<file path="src/rtl/ahl_pkg.sv">
package ahl_pkg;
  // ****************************************
  // Timing
  // ****************************************
  localparam longint unsigned CLOCK_HZ = 250_000_000;
  localparam longint unsigned HOLD_LIMIT_S = 5;
  localparam longint unsigned HOLD_LEARN_S = 10;
  // Whole seconds at an integer rate, so no rounding is needed
  localparam longint unsigned HOLD_LIMIT_CYC = HOLD_LIMIT_S * CLOCK_HZ;
  localparam longint unsigned HOLD_LEARN_CYC = HOLD_LEARN_S * CLOCK_HZ;

  // ****************************************
  // Register offsets (byte addresses)
  // ****************************************
  localparam logic [5:0] OFS_CTRL = 6'h00;
  localparam logic [5:0] OFS_STATUS = 6'h04;
  localparam logic [5:0] OFS_POSITION = 6'h08;
  localparam logic [5:0] OFS_STROKE = 6'h0C;
  localparam logic [5:0] OFS_LIMIT_IN = 6'h10;
  localparam logic [5:0] OFS_LIMIT_OUT = 6'h14;
  localparam logic [5:0] OFS_LEARN_SPEED = 6'h18;
  localparam logic [5:0] OFS_RUN_SPEED = 6'h1C;
  localparam logic [5:0] OFS_RANGE_SCALE = 6'h20;

  // ****************************************
  // Field positions
  // ****************************************
  localparam int CTRL_HOME_BIT = 0;
  localparam int CTRL_LEARN_BIT = 1;
  localparam int CTRL_HOME_EXT_BIT = 2;
  localparam int STAT_BUSY_BIT = 0;
  localparam int STAT_HOMED_BIT = 1;
  localparam int STAT_LEARNED_BIT = 2;
  localparam int STAT_ARMED_BIT = 3;
  localparam int STAT_LEARN_MODE_BIT = 4;
  localparam int STAT_STATE_LSB = 8;

  // ****************************************
  // Reset values and fixed figures
  // ****************************************
  localparam logic [15:0] SAFE_ZONE_STEPS = 16'h0032;
  localparam logic [15:0] HOME_POSITION = 16'h0000;
  localparam logic [15:0] LIMIT_IN_RST = 16'h0000;
  localparam logic [15:0] LIMIT_OUT_RST = 16'hFFFF;
  localparam logic [15:0] STROKE_RST = 16'h0000;
  localparam logic [15:0] RANGE_SCALE_RST = 16'h0400;
  localparam logic [7:0] LEARN_SPEED_RST = 8'h40;
  localparam logic [7:0] RUN_SPEED_RST = 8'hFF;
  localparam logic HOME_EXT_RST = 1'b0;

  typedef enum logic [3:0] {
    AHL_IDLE = 4'h1,
    AHL_SEEK_HOME = 4'h2,
    AHL_SEEK_FAR = 4'h4,
    AHL_RETURN = 4'h8
  } ahl_state_e;
endpackage

</file>
<file path="src/rtl/ahl_hold_timer.sv">
`timescale 1ns/1ps
module ahl_hold_timer #(
  parameter logic [31:0] SHORT_CYC = 32'h0000_0010,
  parameter logic [31:0] LONG_CYC = 32'h0000_0020
) (
  input wire logic clock,
  input wire logic rst,
  input wire logic hold,
  output logic short_done,
  output logic long_done
);
  logic [31:0] count;

  // Saturates so a very long hold never wraps back below the thresholds
  always_ff @(posedge clock) begin
    if (rst || !hold) begin
      count <= 32'h0000_0000;
    end else if (count != 32'hFFFF_FFFF) begin
      count <= count + 32'h0000_0001;
    end
  end

  always_ff @(posedge clock) begin
    if (rst || !hold) begin
      short_done <= 1'b0;
      long_done <= 1'b0;
    end else begin
      short_done <= (count >= SHORT_CYC);
      long_done <= (count > LONG_CYC);
    end
  end
endmodule // ahl_hold_timer

</file>
<file path="src/rtl/ahl_sequencer.sv">
// Our own choices: the Avalon-MM interface to the registers and the placing of the registers.
`timescale 1ns/1ps
module ahl_sequencer #(
  parameter logic [31:0] HOLD_LIMIT_CYC = 32'(ahl_pkg::HOLD_LIMIT_CYC),
  parameter logic [31:0] HOLD_LEARN_CYC = 32'(ahl_pkg::HOLD_LEARN_CYC)
) (
  input wire logic clock,
  input wire logic rst,
  input wire logic dir_in_n,
  input wire logic dir_out_n,
  input wire logic pulse_pin,
  input wire logic end_hit,
  input wire logic [5:0] address,
  input wire logic read,
  input wire logic write,
  input wire logic [31:0] writedata,
  output logic [31:0] readdata,
  output logic waitrequest,
  output logic motor_extend,
  output logic motor_retract,
  output logic [7:0] motor_speed,
  output logic [15:0] sync_position,
  output logic busy
);
  // ****************************************
  // Pin synchronisers
  // ****************************************
  logic in_s1, in_s2, out_s1, out_s2, pul_s1, pul_s2, pul_s3;
  logic in_act_d, out_act_d, end_hit_d;

  always_ff @(posedge clock) begin
    if (rst) begin
      in_s1 <= 1'b1;
      in_s2 <= 1'b1;
      out_s1 <= 1'b1;
      out_s2 <= 1'b1;
      pul_s1 <= 1'b0;
      pul_s2 <= 1'b0;
      pul_s3 <= 1'b0;
      in_act_d <= 1'b0;
      out_act_d <= 1'b0;
      end_hit_d <= 1'b0;
    end else begin
      in_s1 <= dir_in_n;
      in_s2 <= in_s1;
      out_s1 <= dir_out_n;
      out_s2 <= out_s1;
      pul_s1 <= pulse_pin;
      pul_s2 <= pul_s1;
      pul_s3 <= pul_s2;
      in_act_d <= ~in_s2;
      out_act_d <= ~out_s2;
      end_hit_d <= end_hit;
    end
  end

  logic in_act, out_act, both_held, in_only, out_only;
  logic pulse_edge, end_edge;
  assign in_act = ~in_s2;
  assign out_act = ~out_s2;
  assign both_held = in_act & out_act;
  assign in_only = in_act & ~out_act;
  assign out_only = out_act & ~in_act;
  assign pulse_edge = pul_s2 & ~pul_s3;
  // Stall stays high while pushing; only its rise ends a phase
  assign end_edge = end_hit & ~end_hit_d;

  // ****************************************
  // Declarations
  // ****************************************
  ahl_pkg::ahl_state_e state;
  logic learn_mode, homed, learned, armed, home_ext;
  logic [15:0] position, stroke, limit_in, limit_out, range_scale;
  logic [7:0] learn_speed, run_speed;
  logic short_done, long_done, short_d, long_d;
  logic bus_wr, start_home, start_learn, sw_home, sw_learn;
  logic cap_out, cap_in, learn_go, short_rise;
  logic next_extend, next_retract;
  logic [7:0] next_speed;
  logic [31:0] rd_value;
  logic idle, at_home_end, at_far_end, up_ext;
  logic ext_blocked, ret_blocked;
  logic last_up, pulse_up;

  assign idle = (state == ahl_pkg::AHL_IDLE);
  assign at_home_end = end_edge && (state == ahl_pkg::AHL_SEEK_HOME ||
                                    state == ahl_pkg::AHL_RETURN);
  assign at_far_end = end_edge && (state == ahl_pkg::AHL_SEEK_FAR);

  // ****************************************
  // Button hold sequences
  // ****************************************
  ahl_hold_timer #(
    .SHORT_CYC(HOLD_LIMIT_CYC),
    .LONG_CYC(HOLD_LEARN_CYC)
  ) u_hold (
    .clock(clock),
    .rst(rst),
    .hold(both_held && idle),
    .short_done(short_done),
    .long_done(long_done)
  );

  always_ff @(posedge clock) begin
    if (rst) begin
      short_d <= 1'b0;
      long_d <= 1'b0;
    end else begin
      short_d <= short_done;
      long_d <= long_done;
    end
  end

  assign short_rise = short_done & ~short_d;
  assign learn_go = long_done & ~long_d;
  assign cap_out = armed && idle && out_only && !out_act_d;
  assign cap_in = armed && idle && in_only && !in_act_d;

  // Arming wins over a clear in the same cycle
  always_ff @(posedge clock) begin
    if (rst) begin
      armed <= 1'b0;
    end else if (short_rise) begin
      armed <= 1'b1;
    end else if (cap_out || cap_in || start_learn) begin
      armed <= 1'b0;
    end
  end

  // ****************************************
  // Sequencer
  // ****************************************
  assign bus_wr = write && !waitrequest;
  assign sw_home = bus_wr && address == ahl_pkg::OFS_CTRL &&
                   writedata[ahl_pkg::CTRL_HOME_BIT];
  assign sw_learn = bus_wr && address == ahl_pkg::OFS_CTRL &&
                    writedata[ahl_pkg::CTRL_LEARN_BIT];
  assign start_learn = learn_go || sw_learn;
  assign start_home = sw_home;

  always_ff @(posedge clock) begin
    if (rst) begin
      state <= ahl_pkg::AHL_IDLE;
      learn_mode <= 1'b0;
    end else begin
      case (state)
        ahl_pkg::AHL_IDLE: begin
          if (start_learn) begin
            state <= ahl_pkg::AHL_SEEK_HOME;
            learn_mode <= 1'b1;
          end else if (start_home) begin
            state <= ahl_pkg::AHL_SEEK_HOME;
            learn_mode <= 1'b0;
          end
        end
        ahl_pkg::AHL_SEEK_HOME: begin
          if (end_edge) begin
            state <= learn_mode ? ahl_pkg::AHL_SEEK_FAR : ahl_pkg::AHL_IDLE;
          end
        end
        ahl_pkg::AHL_SEEK_FAR: begin
          if (end_edge) begin
            state <= ahl_pkg::AHL_RETURN;
          end
        end
        ahl_pkg::AHL_RETURN: begin
          if (end_edge) begin
            state <= ahl_pkg::AHL_IDLE;
            learn_mode <= 1'b0;
          end
        end
        default: begin
          state <= ahl_pkg::AHL_IDLE;
          learn_mode <= 1'b0;
        end
      endcase
    end
  end

  always_ff @(posedge clock) begin
    if (rst) begin
      homed <= 1'b0;
      learned <= 1'b0;
    end else begin
      if (at_home_end) begin
        homed <= 1'b1;
      end
      if (at_far_end) begin
        learned <= 1'b1;
      end
    end
  end

  // ****************************************
  // Position counting
  // ****************************************
  // Counts up while moving away from whichever end is home
  always_ff @(posedge clock) begin
    if (rst) begin
      position <= ahl_pkg::HOME_POSITION;
    end else if (at_home_end) begin
      position <= ahl_pkg::HOME_POSITION;
    end else if (pulse_edge && pulse_up) begin
      position <= position + 16'h0001;
    end else if (pulse_edge) begin
      position <= position - 16'h0001;
    end
  end

  // A pulse seen after the drive stops is coast; count it the last way
  always_ff @(posedge clock) begin
    if (rst) begin
      last_up <= 1'b0;
    end else if (motor_extend || motor_retract) begin
      last_up <= home_ext ? motor_retract : motor_extend;
    end
  end

  assign pulse_up = (motor_extend || motor_retract) ?
                    (home_ext ? motor_retract : motor_extend) : last_up;

  // ****************************************
  // Learned travel data
  // ****************************************
  // Hardware updates win over a bus write in the same cycle
  always_ff @(posedge clock) begin
    if (rst) begin
      stroke <= ahl_pkg::STROKE_RST;
      limit_in <= ahl_pkg::LIMIT_IN_RST;
      limit_out <= ahl_pkg::LIMIT_OUT_RST;
      range_scale <= ahl_pkg::RANGE_SCALE_RST;
    end else if (at_far_end) begin
      stroke <= position;
      limit_in <= ahl_pkg::SAFE_ZONE_STEPS;
      limit_out <= position - ahl_pkg::SAFE_ZONE_STEPS;
      range_scale <= ahl_pkg::RANGE_SCALE_RST;
    end else begin
      if (cap_out) begin
        limit_out <= position;
      end else if (bus_wr && address == ahl_pkg::OFS_LIMIT_OUT) begin
        limit_out <= writedata[15:0];
      end
      if (cap_in) begin
        limit_in <= position;
      end else if (bus_wr && address == ahl_pkg::OFS_LIMIT_IN) begin
        limit_in <= writedata[15:0];
      end
      // Limits are not derived from a written stroke
      if (bus_wr && address == ahl_pkg::OFS_STROKE) begin
        stroke <= writedata[15:0];
      end
      if (bus_wr && address == ahl_pkg::OFS_RANGE_SCALE) begin
        range_scale <= writedata[15:0];
      end
    end
  end

  always_ff @(posedge clock) begin
    if (rst) begin
      home_ext <= ahl_pkg::HOME_EXT_RST;
      learn_speed <= ahl_pkg::LEARN_SPEED_RST;
      run_speed <= ahl_pkg::RUN_SPEED_RST;
    end else if (bus_wr) begin
      // Home end may not change mid-cycle: position sense would flip
      if (address == ahl_pkg::OFS_CTRL && idle) begin
        home_ext <= writedata[ahl_pkg::CTRL_HOME_EXT_BIT];
      end
      if (address == ahl_pkg::OFS_LEARN_SPEED) begin
        learn_speed <= writedata[7:0];
      end
      if (address == ahl_pkg::OFS_RUN_SPEED) begin
        run_speed <= writedata[7:0];
      end
    end
  end

  // ****************************************
  // Motor drive
  // ****************************************
  assign up_ext = !home_ext;
  assign ext_blocked = up_ext ? (position >= limit_out)
                              : (position <= limit_in);
  assign ret_blocked = up_ext ? (position <= limit_in)
                              : (position >= limit_out);

  always_comb begin
    next_extend = 1'b0;
    next_retract = 1'b0;
    next_speed = 8'h00;
    case (state)
      ahl_pkg::AHL_IDLE: begin
        // Both held gives neither single press, so it stays stopped
        if (out_only && !ext_blocked) begin
          next_extend = 1'b1;
          next_speed = run_speed;
        end else if (in_only && !ret_blocked) begin
          next_retract = 1'b1;
          next_speed = run_speed;
        end
      end
      ahl_pkg::AHL_SEEK_HOME, ahl_pkg::AHL_RETURN: begin
        next_extend = home_ext;
        next_retract = !home_ext;
        next_speed = learn_speed;
      end
      ahl_pkg::AHL_SEEK_FAR: begin
        next_extend = !home_ext;
        next_retract = home_ext;
        next_speed = learn_speed;
      end
      default: begin
        next_speed = 8'h00;
      end
    endcase
  end

  always_ff @(posedge clock) begin
    if (rst) begin
      motor_extend <= 1'b0;
      motor_retract <= 1'b0;
      motor_speed <= 8'h00;
      sync_position <= ahl_pkg::HOME_POSITION;
      busy <= 1'b0;
    end else begin
      motor_extend <= next_extend;
      motor_retract <= next_retract;
      motor_speed <= next_speed;
      sync_position <= position;
      busy <= !idle;
    end
  end

  // ****************************************
  // Avalon-MM slave
  // ****************************************
  always_comb begin
    rd_value = 32'h0000_0000;
    if (address == ahl_pkg::OFS_CTRL) begin
      rd_value[ahl_pkg::CTRL_HOME_EXT_BIT] = home_ext;
    end else if (address == ahl_pkg::OFS_STATUS) begin
      rd_value[ahl_pkg::STAT_BUSY_BIT] = !idle;
      rd_value[ahl_pkg::STAT_HOMED_BIT] = homed;
      rd_value[ahl_pkg::STAT_LEARNED_BIT] = learned;
      rd_value[ahl_pkg::STAT_ARMED_BIT] = armed;
      rd_value[ahl_pkg::STAT_LEARN_MODE_BIT] = learn_mode;
      rd_value[ahl_pkg::STAT_STATE_LSB +: 4] = state;
    end else if (address == ahl_pkg::OFS_POSITION) begin
      rd_value[15:0] = position;
    end else if (address == ahl_pkg::OFS_STROKE) begin
      rd_value[15:0] = stroke;
    end else if (address == ahl_pkg::OFS_LIMIT_IN) begin
      rd_value[15:0] = limit_in;
    end else if (address == ahl_pkg::OFS_LIMIT_OUT) begin
      rd_value[15:0] = limit_out;
    end else if (address == ahl_pkg::OFS_LEARN_SPEED) begin
      rd_value[7:0] = learn_speed;
    end else if (address == ahl_pkg::OFS_RUN_SPEED) begin
      rd_value[7:0] = run_speed;
    end else if (address == ahl_pkg::OFS_RANGE_SCALE) begin
      rd_value[15:0] = range_scale;
    end
  end

  // One wait cycle per access keeps read data registered
  always_ff @(posedge clock) begin
    if (rst) begin
      waitrequest <= 1'b1;
      readdata <= 32'h0000_0000;
    end else if ((read || write) && waitrequest) begin
      waitrequest <= 1'b0;
      readdata <= read ? rd_value : 32'h0000_0000;
    end else begin
      waitrequest <= 1'b1;
    end
  end

  // ****************************************
  // Assertions
  // ****************************************
  a_pos_counts_up: assert property (
    @(posedge clock) disable iff (rst)
    (pulse_edge && motor_extend && !home_ext && !at_home_end)
    |=> position == $past(position) + 16'h0001)
    else $error("position did not count a pulse");
  a_home_zero: assert property (@(posedge clock) disable iff (rst)
    at_home_end |=> position == 16'h0000 && homed)
    else $error("home end did not zero position");
  a_stroke_record: assert property (
    @(posedge clock) disable iff (rst)
    at_far_end |=> stroke == $past(position) && learned &&
                   state == ahl_pkg::AHL_RETURN)
    else $error("far end not recorded");
  a_long_hold: assert property (@(posedge clock) disable iff (rst)
    (learn_go && idle) |=> state == ahl_pkg::AHL_SEEK_HOME && learn_mode)
    else $error("long hold did not start learn");
  a_home_dir: assert property (@(posedge clock) disable iff (rst)
    (state == ahl_pkg::AHL_SEEK_HOME)
    |=> motor_extend == $past(home_ext) && motor_retract != $past(home_ext))
    else $error("homing drives the wrong way");
  a_learn_speed: assert property (
    @(posedge clock) disable iff (rst)
    !idle |=> motor_speed == $past(learn_speed))
    else $error("cycle speed not from learn setting");
  a_scale_reset: assert property (
    @(posedge clock) disable iff (rst)
    at_far_end |=> range_scale == 16'h0400)
    else $error("range scale not restored");
  a_learn_rest: assert property (
    @(posedge clock) disable iff (rst)
    (end_edge && state == ahl_pkg::AHL_RETURN)
    |=> idle ##1 !motor_extend && !motor_retract)
    else $error("learn did not stop at home end");
  a_cap_out: assert property (@(posedge clock) disable iff (rst)
    (cap_out && !at_far_end) |=> limit_out == $past(position) && !armed)
    else $error("outer limit not captured");
  a_cap_in: assert property (@(posedge clock) disable iff (rst)
    (cap_in && !at_far_end) |=> limit_in == $past(position) && !armed)
    else $error("inner limit not captured");
  a_learn_limits: assert property (
    @(posedge clock) disable iff (rst)
    at_far_end |=> limit_in == 16'h0032 &&
                   limit_out == $past(position) - 16'h0032)
    else $error("learned limits wrong");
  a_hold_stopped: assert property (
    @(posedge clock) disable iff (rst)
    (both_held && idle) [*2] |=> !motor_extend && !motor_retract)
    else $error("motor moved while both held");
endmodule // ahl_sequencer

</file>
<file path="config.mk">
export PLATFORM = sky130hd
export DESIGN_NAME = ahl_sequencer
export DESIGN_NICKNAME = d
export VERILOG_FILES = /design/src/rtl/ahl_pkg.sv /design/src/rtl/ahl_hold_timer.sv /design/src/rtl/ahl_sequencer.sv
export SDC_FILE = /design/constraint.sdc
export NUM_CORES = 1
export LEC_CHECK = 0
export BUFFER_PORTS_ARGS = -buffer_cell sky130_fd_sc_hd__buf_2
export CAP_MARGIN = 20
export CORE_MARGIN = 1
export CORE_UTILIZATION = 60
export CTS_CLUSTER_SIZE = 16
export DETAILED_ROUTE_END_ITERATION = 10
export HOLD_SLACK_MARGIN = 0.08
export PLACE_DENSITY = 0.81
export SLEW_MARGIN = 40
export SYNTH_ARGS = -nofsm -noshare
export SYNTH_HDL_FRONTEND = slang
export SYNTH_HIERARCHICAL = 1
export SYNTH_SLANG_ARGS = --single-unit
export TNS_END_PERCENT = 100
</file>
<file path="constraint.sdc">
create_clock -name clock -period 3.9 [get_ports clock]
set_input_delay 0 -clock clock [delete_from_list [all_inputs] [get_ports clock]]
set_output_delay 0 -clock clock [all_outputs]
set_load 0.02 [all_outputs]
</file>
==> impl_metrics.tcl, run 1 <==
set metrics [dict create \
    status "complete, no violations" \
    num_vias 10600 \
    clockBufferDepth 2 \
    slew_violations 0 \
    layout.nets 1489 \
    fin_tns_setup_ns 0 \
    syn_inst 1338 \
    gp_congestion 0.970 \
    worst_pin_slew_ns 0.869 \
    synth_compound_area_share_pct 22.7 \
    ys_ff_latch 196 \
    hpwl_um 22100 \
    rows 48 \
    post-place-ws_ns 0.917 \
    rsz0062_at_grt "no" \
    drt_iter0_markers 1305 \
    async_flop_share_pct 0 \
    die_x_um 137 \
    ys_types 81 \
    postPlaceCellArea_sq_um 11400 \
    power_density_nw_per_um2 385 \
    period_needed_ns 3.06 \
    cts_resized 0 \
    clkSinkCount 196 \
    routed_wl_um 32000 \
    postSynthAreaPerCell_sq_um 8.14 \
    design_area_sq_um 12200 \
    antenna_cells 0 \
    die_y_um 137 \
    yosys.area_share.simple_pct 22.0 \
    grt_pass1_wl_um 50500 \
    drive_above_1_share_pct 12.3 \
    yosysWarnings 6 \
    period_share_pct 78.5 \
    seq_area_frac_synth_pct 36.0 \
    critPathMaxStageDelay_ns 0.66 \
    max_freq_mhz 327 \
    first_pass_iters 5 \
    synth_edf_count 0 \
    setup_violations 0 \
    finClkSkew_ns 0.0127 \
    worstPathMaxFanout 17 \
    yosys-top-cells-area "dfxtp_1, ha_1, a21oi_1, nor2_1, nand2_1" \
    synthAdderAreaFrac_pct 5.82 \
    synthMuxAreaShare_pct 4.63 \
    slowest_stage "or4b_1" \
    grt_pass1_vias 9580 \
    detail-route-antenna-nets 0 \
    crit_family "simple AND/OR/NAND/NOR gates" \
    drv_cap 0 \
    finalWorstSetupSlack_ns 0.838 \
    vdd_ir_drop_max_mv 0.334 \
    die-area_sq_um 18700 \
    clkTransAtPathRegs_ns 0.07 \
    synthXorXnorAreaFrac_pct 2.17 \
    final_cell_mix "dfxtp_1, nor2_1, nand2_1" \
    crit_top_cell "or4b_1" \
    final_common_cell "dfxtp_1" \
    insertion_delay_ns 0.45 \
    hold_viol_final 0 \
    drcViolationCount 0 \
    vias_per_cell 6.47 \
    cp_num_buf_inv 1 \
    relSlewSlack_pct 41.8 \
    hold_class "primary input to flip-flop" \
    worst-setup-path-type "flip-flop to flip-flop" \
    p_leak_uw 0.00500 \
    start_kind "flip-flop" \
    holdBufCountCts 22 \
    initial_utilization_pct 62.3 \
    antenna_found_initial 0 \
    cp.required_ns 4.28 \
    cts_buffers 17 \
    htreeDepth 4 \
    synth_top_cell_by_area "dfxtp_1" \
    grtUsageTotal_pct 35.0 \
    cts-root-buf "clkbuf_16" \
    core-area_sq_um 17500 \
    port_buffers 73 \
    wire_per_inst_um 19.6 \
    cts_tree "yes" \
    grt-ovfl-total 0 \
    synth_top_area_share_pct 36.0 \
    cp.arrival_ns 3.44 \
    post-cts-setup-buffers 0 \
    synth_ff_type "dfxtp_1" \
    synthToLayoutAreaGrowth_pct 12.2 \
    synth.cell_area_sq_um 10900 \
    crit_chain "or4b_1 -> or4b_1 -> nand2_4 -> a21oi_2 -> buf_4 -> a311oi_1 -> a211o_1" \
    end_kind "flip-flop" \
    io_pins 106 \
    grt_max_degree 59 \
    synth_top_family_by_area "compound AO/OA/AOI/OAI gates" \
]
logic make-up after synthesis:
logic type                 after synthesis
other                                    1
buffers and inverters                  164
adders and majority gates               50
and+or+nand+nor                        485
xor gates and xnor gates                27
AOI/OAI and AO/OA                      365
DFF                                    196
muxes                                   50
worst register-to-register path, stage by stage, from the launching register on:
cell	delay, ns
dfxtp_1	0.56
or4b_1	0.66
or4b_1	0.63
nand2_4	0.22
a21oi_2	0.19
buf_4	0.29
a311oi_1	0.30
a211o_1	0.15
flip-flops by register name, summed over array words and instances (netlist names), 4 cells and up:
signal         flops
stroke            16
state              4
sync_position     16
range_scale       16
readdata          16
learn_speed        8
limit_out         16
u_hold/count      32
limit_in          16
run_speed          8
motor_speed        8
position          16
area by class of cell:
class                   count  area (sq um)
inverters                  58           218
flip-flops and latches    196          3920
repair buffers            127           828
clock inverters            15           198
well taps                 225           282
fillers                  1413          5270
clock buffers              17           425
multi-input cells         993          6340
power breakdown:
part	total, uW	internal, uW	switching (uW)
Combinational	722	262	461
Clock	1850	979	873
Sequential	2120	2050	75.7
per-stage QoR:
| step | util [%] | hold WS (ns) | cells | power, uW |
|---|---|---|---|---|
| 2_1_floorplan | - | 0.104 | 1353 | 2640 |
| 3_3_place_gp | 65.0 | 0.183 | 1577 | 2830 |
| 3_5_place_dp | 65.0 | 0.188 | 1577 | 2850 |
| 4_1_cts | 69.9 | 0.0871 | 1631 | 4700 |
| 5_1_grt | 69.9 | 0.126 | 1631 | 4860 |
| 6_report | 69.9 | 0.112 | 1631 | 4700 |
metal layers:
| metal | up-vias | global-route usage, % | share of wire [%] |
|---|---|---|---|
| met2 | 605 | 55.0 | 45 |
| met1 | 4872 | 45.2 | 41 |
| met4 | 0 | 15.9 | 4.3 |
| li1 | 4964 | - | - |
| met5 | - | 0 | 0 |
| met3 | 109 | 8.70 | 11 |
path summary, 6_finish.rpt:
kind,start,endpoint,slack [ns],cells after the start
max reg2reg,state[0],limit_out[3],0.84,7
min reg2reg,out_s1,out_s2,0.41,1
max,state[0],limit_out[3],0.84,7
min,write,readdata[0],0.11,4
cell usage after synthesis, types with 24 or more instances:
| cell type | n |
|---|---|
| dfxtp_1 | 196 |
| nor2_1 | 132 |
| nand2_1 | 126 |
| a21oi_1 | 106 |
| clkbuf_1 | 63 |
| inv_1 | 58 |
| nand3_1 | 50 |
| ha_1 | 49 |
| mux2i_1 | 47 |
| o21ai_0 | 46 |
| a211oi_1 | 45 |
| nor3_1 | 35 |
| nor2b_1 | 28 |
| a22oi_1 | 24 |
Note: power is estimated with default switching activity, not from simulation.
==> run 2, diff against run 1 <==
==> constraint.sdc (replaced) <==
create_clock -name clock -period 3.1 [get_ports clock]
set_input_delay 0 -clock clock [delete_from_list [all_inputs] [get_ports clock]]
set_output_delay 0 -clock clock [all_outputs]
set_load 0.02 [all_outputs]
==> run 2 against run 1 <==
Final area increased by 0.70%. First-iteration DRC count increased by 18%. Non-clock buffer count increased by 21. Final cell count increased by 1.2%. Worst setup slack got worse by 0.60 ns. Sequential share of layout area decreased by 0.22 points. Combinational power increased by 35%. Via count increased by 3.1%.
==> impl_metrics.tcl, run 2 (same netlist as run 1, synthesis figures left out) <==
set metrics [dict create \
    rows 48 \
    wire_per_inst_um 20.1 \
    detail-route-antenna-nets 0 \
    grt-ovfl-total 0 \
    end_kind "flip-flop" \
    hpwl_um 23100 \
    grtUsageTotal_pct 36.1 \
    grt_pass1_vias 9973 \
    cts_tree "yes" \
    period_share_pct 92.5 \
    drive_above_1_share_pct 13.2 \
    final_cell_mix "dfxtp_1, nor2_1, nand2_1" \
    hold_viol_final 0 \
    top_register "u_hold/count" \
    setup_violations 0 \
    die_x_um 137 \
    final_cells 1650 \
    clkSinkCount 196 \
    insertion_delay_ns 0.44 \
    gp_congestion 0.997 \
    power_density_nw_per_um2 465 \
    port_buffers 73 \
    finClkSkew_ns 0.0115 \
    core-area_sq_um 17500 \
    worstPathMaxFanout 11 \
    num_vias 10900 \
    post-cts-setup-buffers 0 \
    final_common_cell "dfxtp_1" \
    rsz0062_at_grt "no" \
    cp.arrival_ns 3.22 \
    start_kind "flip-flop" \
    die-area_sq_um 18700 \
    grtUsageMet1_pct 46.6 \
    final_core_util_pct 70.4 \
    antenna_found_initial 0 \
    vdd_ir_drop_max_mv 0.374 \
    post-place-ws_ns 0.231 \
    cp.required_ns 3.45 \
    first_pass_iters 9 \
    finalWorstSetupSlack_ns 0.234 \
    clockBufferDepth 2 \
    cts-root-buf "clkbuf_16" \
    worst-setup-path-type "flip-flop to flip-flop" \
    htreeDepth 4 \
    hold_class "primary input to flip-flop" \
    fin_tns_setup_ns 0 \
    drv_cap 0 \
    postPlaceCellArea_sq_um 11500 \
    max_freq_mhz 349 \
    relSlewSlack_pct 39.5 \
    clkTransAtPathRegs_ns 0.07 \
    layout.nets 1510 \
    use_met3_pct 9.85 \
    die_y_um 137 \
    slew_violations 0 \
    status "complete, no violations" \
    dp_cells 1596 \
    synthToLayoutAreaGrowth_pct 13.0 \
    period_needed_ns 2.87 \
    gr-max-usage-layer "met2" \
    p_leak_uw 0.00504 \
    cts_buffers 17 \
    vias_per_cell 6.59 \
    routed_wl_um 33100 \
    grt_pass1_wl_um 52100 \
    design_area_sq_um 12300 \
    initial_utilization_pct 62.3 \
    grt_max_degree 46 \
    drcViolationCount 0 \
    use_met2_pct 55.5 \
    worst_pin_slew_ns 0.906 \
    antenna_cells 0 \
    largest_register_ffs 32 \
    io_pins 106 \
    drt_iter0_markers 1540 \
]
==> run 2: power breakdown <==
part           internal [uW]  total, uW  switching, uW
combinational            351        975            624
clock                   1110       2100            995
sequential              2580       2650           69.9
total                   4030       5720           1690
==> run 2: area by class of cell <==
cell class / count / area (sq um)
inverters: 58 / 218
fillers: 1370 / 5180
well taps: 225 / 282
multi-input cells: 993 / 6330
clock buffers: 20 / 437
flip-flops and latches: 196 / 3920
repair buffers: 148 / 1000
clock inverters: 10 / 100
==> run 2: repair_timing <==
action	in CTS	in global routing
setup endpoints to repair	0	1
hold buffers	24	0
resized for setup	0	1
hold endpoints to repair	81	0
==> run 2: path summary, 6_finish.rpt <==
path / startpoint / slack (ns) / cells after the start / to
worst max-delay path: last_up / 0.23 / 11 / position[12]
worst min-delay path: address[4] / 0.19 / 5 / home_ext
worst max register to register: last_up / 0.23 / 11 / position[12]
worst min register to register: in_s1 / 0.41 / 1 / in_s2
==> run 2: worst max-delay path, stage by stage (launching register included) <==
cell	delay (ns)
dfxtp_1	0.30
nor2b_1	0.13
o32a_1	0.33
nand2_2	0.15
buf_4	0.22
ha_1	0.30
o21ai_0	0.27
a211oi_1	0.14
a2111oi_0	0.46
nor3_1	0.12
xnor2_1	0.14
a211oi_1	0.21
==> run 2: layer usage <==
layer | up-vias | part of all wire (%)
li1 | 5015 | -
met3 | 150 | 11
met5 | - | 0
met2 | 666 | 44
met1 | 5049 | 40
met4 | 0 | 4.9
==> run 2: stage by stage <==
step                      power, uW  hold slack [ns]
after floorplan                3320            0.104
after global placement         3600            0.186
after detailed placement       3620            0.195
after CTS                      5700            0.155
after global routing           5930            0.185
final                          5720            0.191
==> run 3, diff against run 2 <==
--- a/config.mk
+++ b/config.mk
@@ -5,6 +5,7 @@
 export SDC_FILE = /design/constraint.sdc
 export NUM_CORES = 1
 export LEC_CHECK = 0
+export ABC_AREA = 1
 export BUFFER_PORTS_ARGS = -buffer_cell sky130_fd_sc_hd__buf_2
 export CAP_MARGIN = 20
 export CORE_MARGIN = 1
==> run 3 against run 2 <==
Wire length fell by 1.5%. Sequential power rose by 2%. Total power rose by 3.4%. Worst setup slack improved by 0.18 ns. Clock-buffer cell count fell by 2. Die area rose by 4.0%. Area after synthesis rose by 4.0%. Critical path type unchanged. Clock power rose by 3%. Critical endpoint is now position[11].
==> impl_metrics.tcl, run 3 <==
set metrics [dict create \
    gp_congestion 0.967 \
    period_share_pct 86.7 \
    synth_edf_count 0 \
    core-area_sq_um 18200 \
    synthToLayoutAreaGrowth_pct 10.6 \
    initial_utilization_pct 62.2 \
    slowest_stage "dfxtp_1" \
    synth_top_area_share_pct 34.7 \
    port_buffers 73 \
    vias_per_cell 5.73 \
    drt_iter0_markers 1015 \
    detail-route-antenna-nets 0 \
    yosysWarnings 6 \
    rsz0062_at_grt "no" \
    die-area_sq_um 19400 \
    max_freq_mhz 372 \
    period_needed_ns 2.69 \
    wire_per_inst_um 16.3 \
    final_cells 2001 \
    crit_top_cell "nand2_1" \
    start_kind "flip-flop" \
    power_density_nw_per_um2 472 \
    largest_register_ffs 32 \
    critPathMaxStageDelay_ns 0.42 \
    seq_area_frac_synth_pct 34.7 \
    layout.nets 1855 \
    grtUsageTotal_pct 34.3 \
    cts_tree "yes" \
    grt_max_degree 45 \
    rows 49 \
    die_x_um 139 \
    cts-root-buf "clkbuf_16" \
    vdd_ir_drop_max_mv 0.367 \
    dp_cells 1947 \
    final_common_cell "nand2_1" \
    status "complete, no violations" \
    synth_most_common_cell "nand2_1" \
    clockBufferDepth 2 \
    postPlaceCellArea_sq_um 11700 \
    rr_endpoint "position[11]" \
    hpwl_um 23500 \
    post-place-ws_ns 0.418 \
    die_y_um 139 \
    async_flop_share_pct 0 \
    first_pass_iters 6 \
    hold_class "primary input to flip-flop" \
    worstReg2RegStart "home_ext" \
    ys_types 51 \
    cts_resized 0 \
    yosys-top-cells-area "dfxtp_1, nand2_1, a21oi_1, inv_1, nor2_1" \
    ys_ff_latch 196 \
    hold_viol_final 0 \
    design_area_sq_um 12500 \
    finClkSkew_ns 0.00655 \
    reg2reg_slack_ns 0.41 \
    p_leak_uw 0.00578 \
    end_kind "flip-flop" \
    cts_buffers 17 \
    syn_inst 1686 \
    whs_ns 0.125 \
    startpoint "home_ext" \
    insertion_delay_ns 0.44 \
    slew_violations 0 \
    min_from "write" \
    cp.required_ns 3.44 \
    grt-ovfl-total 0 \
    fin_tns_setup_ns 0 \
    synth_top_cell_by_area "dfxtp_1" \
    crit_chain "nand2_1 -> o21ai_0 -> o21bai_1 -> nand2_1 -> buf_4 -> ha_1 -> nand2_1 -> o21ai_1 -> nand2_1 -> nand2_1 -> a21oi_1 -> o21bai_1 -> nor2_1 -> o21ai_1 -> inv_1" \
    finalWorstSetupSlack_ns 0.411 \
    clkTransAtPathRegs_ns 0.08 \
    postSynthAreaPerCell_sq_um 6.72 \
    grt_pass1_vias 10400 \
    rr_worst_depth 15 \
    worstPathMaxFanout 16 \
    relSlewSlack_pct 46.5 \
    worstSetupEndpoint "position[11]" \
    top_register "u_hold/count" \
    setup_violations 0 \
    routed_wl_um 32600 \
    synth_ff_type "dfxtp_1" \
    htreeDepth 4 \
    drive_above_1_share_pct 10.7 \
    final_cell_mix "nand2_1, inv_1, dfxtp_1" \
    num_vias 11500 \
    synth.cell_area_sq_um 11300 \
    grt_pass1_wl_um 53200 \
    ys_top_cells_by_count "nand2_1, inv_1, dfxtp_1, nor2_1, a21oi_1" \
    drcViolationCount 0 \
    drv_cap 0 \
    cp.arrival_ns 3.03 \
    antenna_cells 0 \
    clkSinkCount 196 \
    worst_pin_slew_ns 0.803 \
    io_pins 106 \
    antenna_found_initial 0 \
    worst-setup-path-type "flip-flop to flip-flop" \
]
-- run 3: critical path: cells and delay by family, from the launching register on --
kind	cells	cell delay, ns
buf+inv	2	0.26
compound gates	6	0.99
simple gates	6	0.54
fa+ha+maj	1	0.38
flops	1	0.42
-- run 3: cell type report --
type | count | area (sq um)
Sequential cell | 196 | 3920
Multi-Input combinational cell | 1213 | 6220
Fill cell | 1609 | 5680
Timing Repair Buffer | 112 | 713
Clock buffer | 18 | 429
Clock inverter | 14 | 134
Tap cell | 229 | 287
Inverter | 219 | 822
-- run 3: timing repair --
item                       4_1_cts  5_1_grt
setup endpoints to repair        0        0
hold endpoints to repair        91        0
setup buffers                    0        0
hold buffers                    22        0
-- run 3: logic make-up after synthesis --
logic type	count (synthesis)	share of synthesized area, %
buffers and inverters	292	11.0
XOR/XNOR	18	1.39
flip-flops	196	34.7
other	1	0.0331
AO/OA/AOI/OAI	392	19.6
AND/OR/NAND/NOR	737	27.7
adder cells (fa/ha/maj)	50	5.59
-- run 3: worst min path at each step --
stage                         endpoint  slack (ns)  cells past startpoint
after CTS                 readdata[14]        0.13                      4
after global routing       readdata[9]        0.16                      4
final                      readdata[0]        0.13                      4
after detailed placement        out_s1        0.19                      2
after floorplan                  in_s1        0.10                      1
after global placement          out_s1        0.18                      2
-- run 3: routing by layer --
metal  GRT usage, %  share of wire (%)  vias to the layer above
met4           13.7                3.7                        0
met3           7.60                 10                       85
met2           54.8                 45                      584
met1           45.0                 42                     5166
met5              0                  0                        -
li1               -                  -                     5630
-- run 3: power by group --
group          internal, uW  switching, uW
logic                   344            712
clock network          1070           1100
registers              2610           84.5
total                  4020           1890
-- run 3: metrics by stage --
stage / power (uW) / utilization (%)
after global placement: 3730 / 64.4
after detailed placement: 3750 / 64.5
after CTS: 5910 / 68.8
after floorplan: 3470 / -
final: 5910 / 68.8
after global routing: 6160 / 68.8
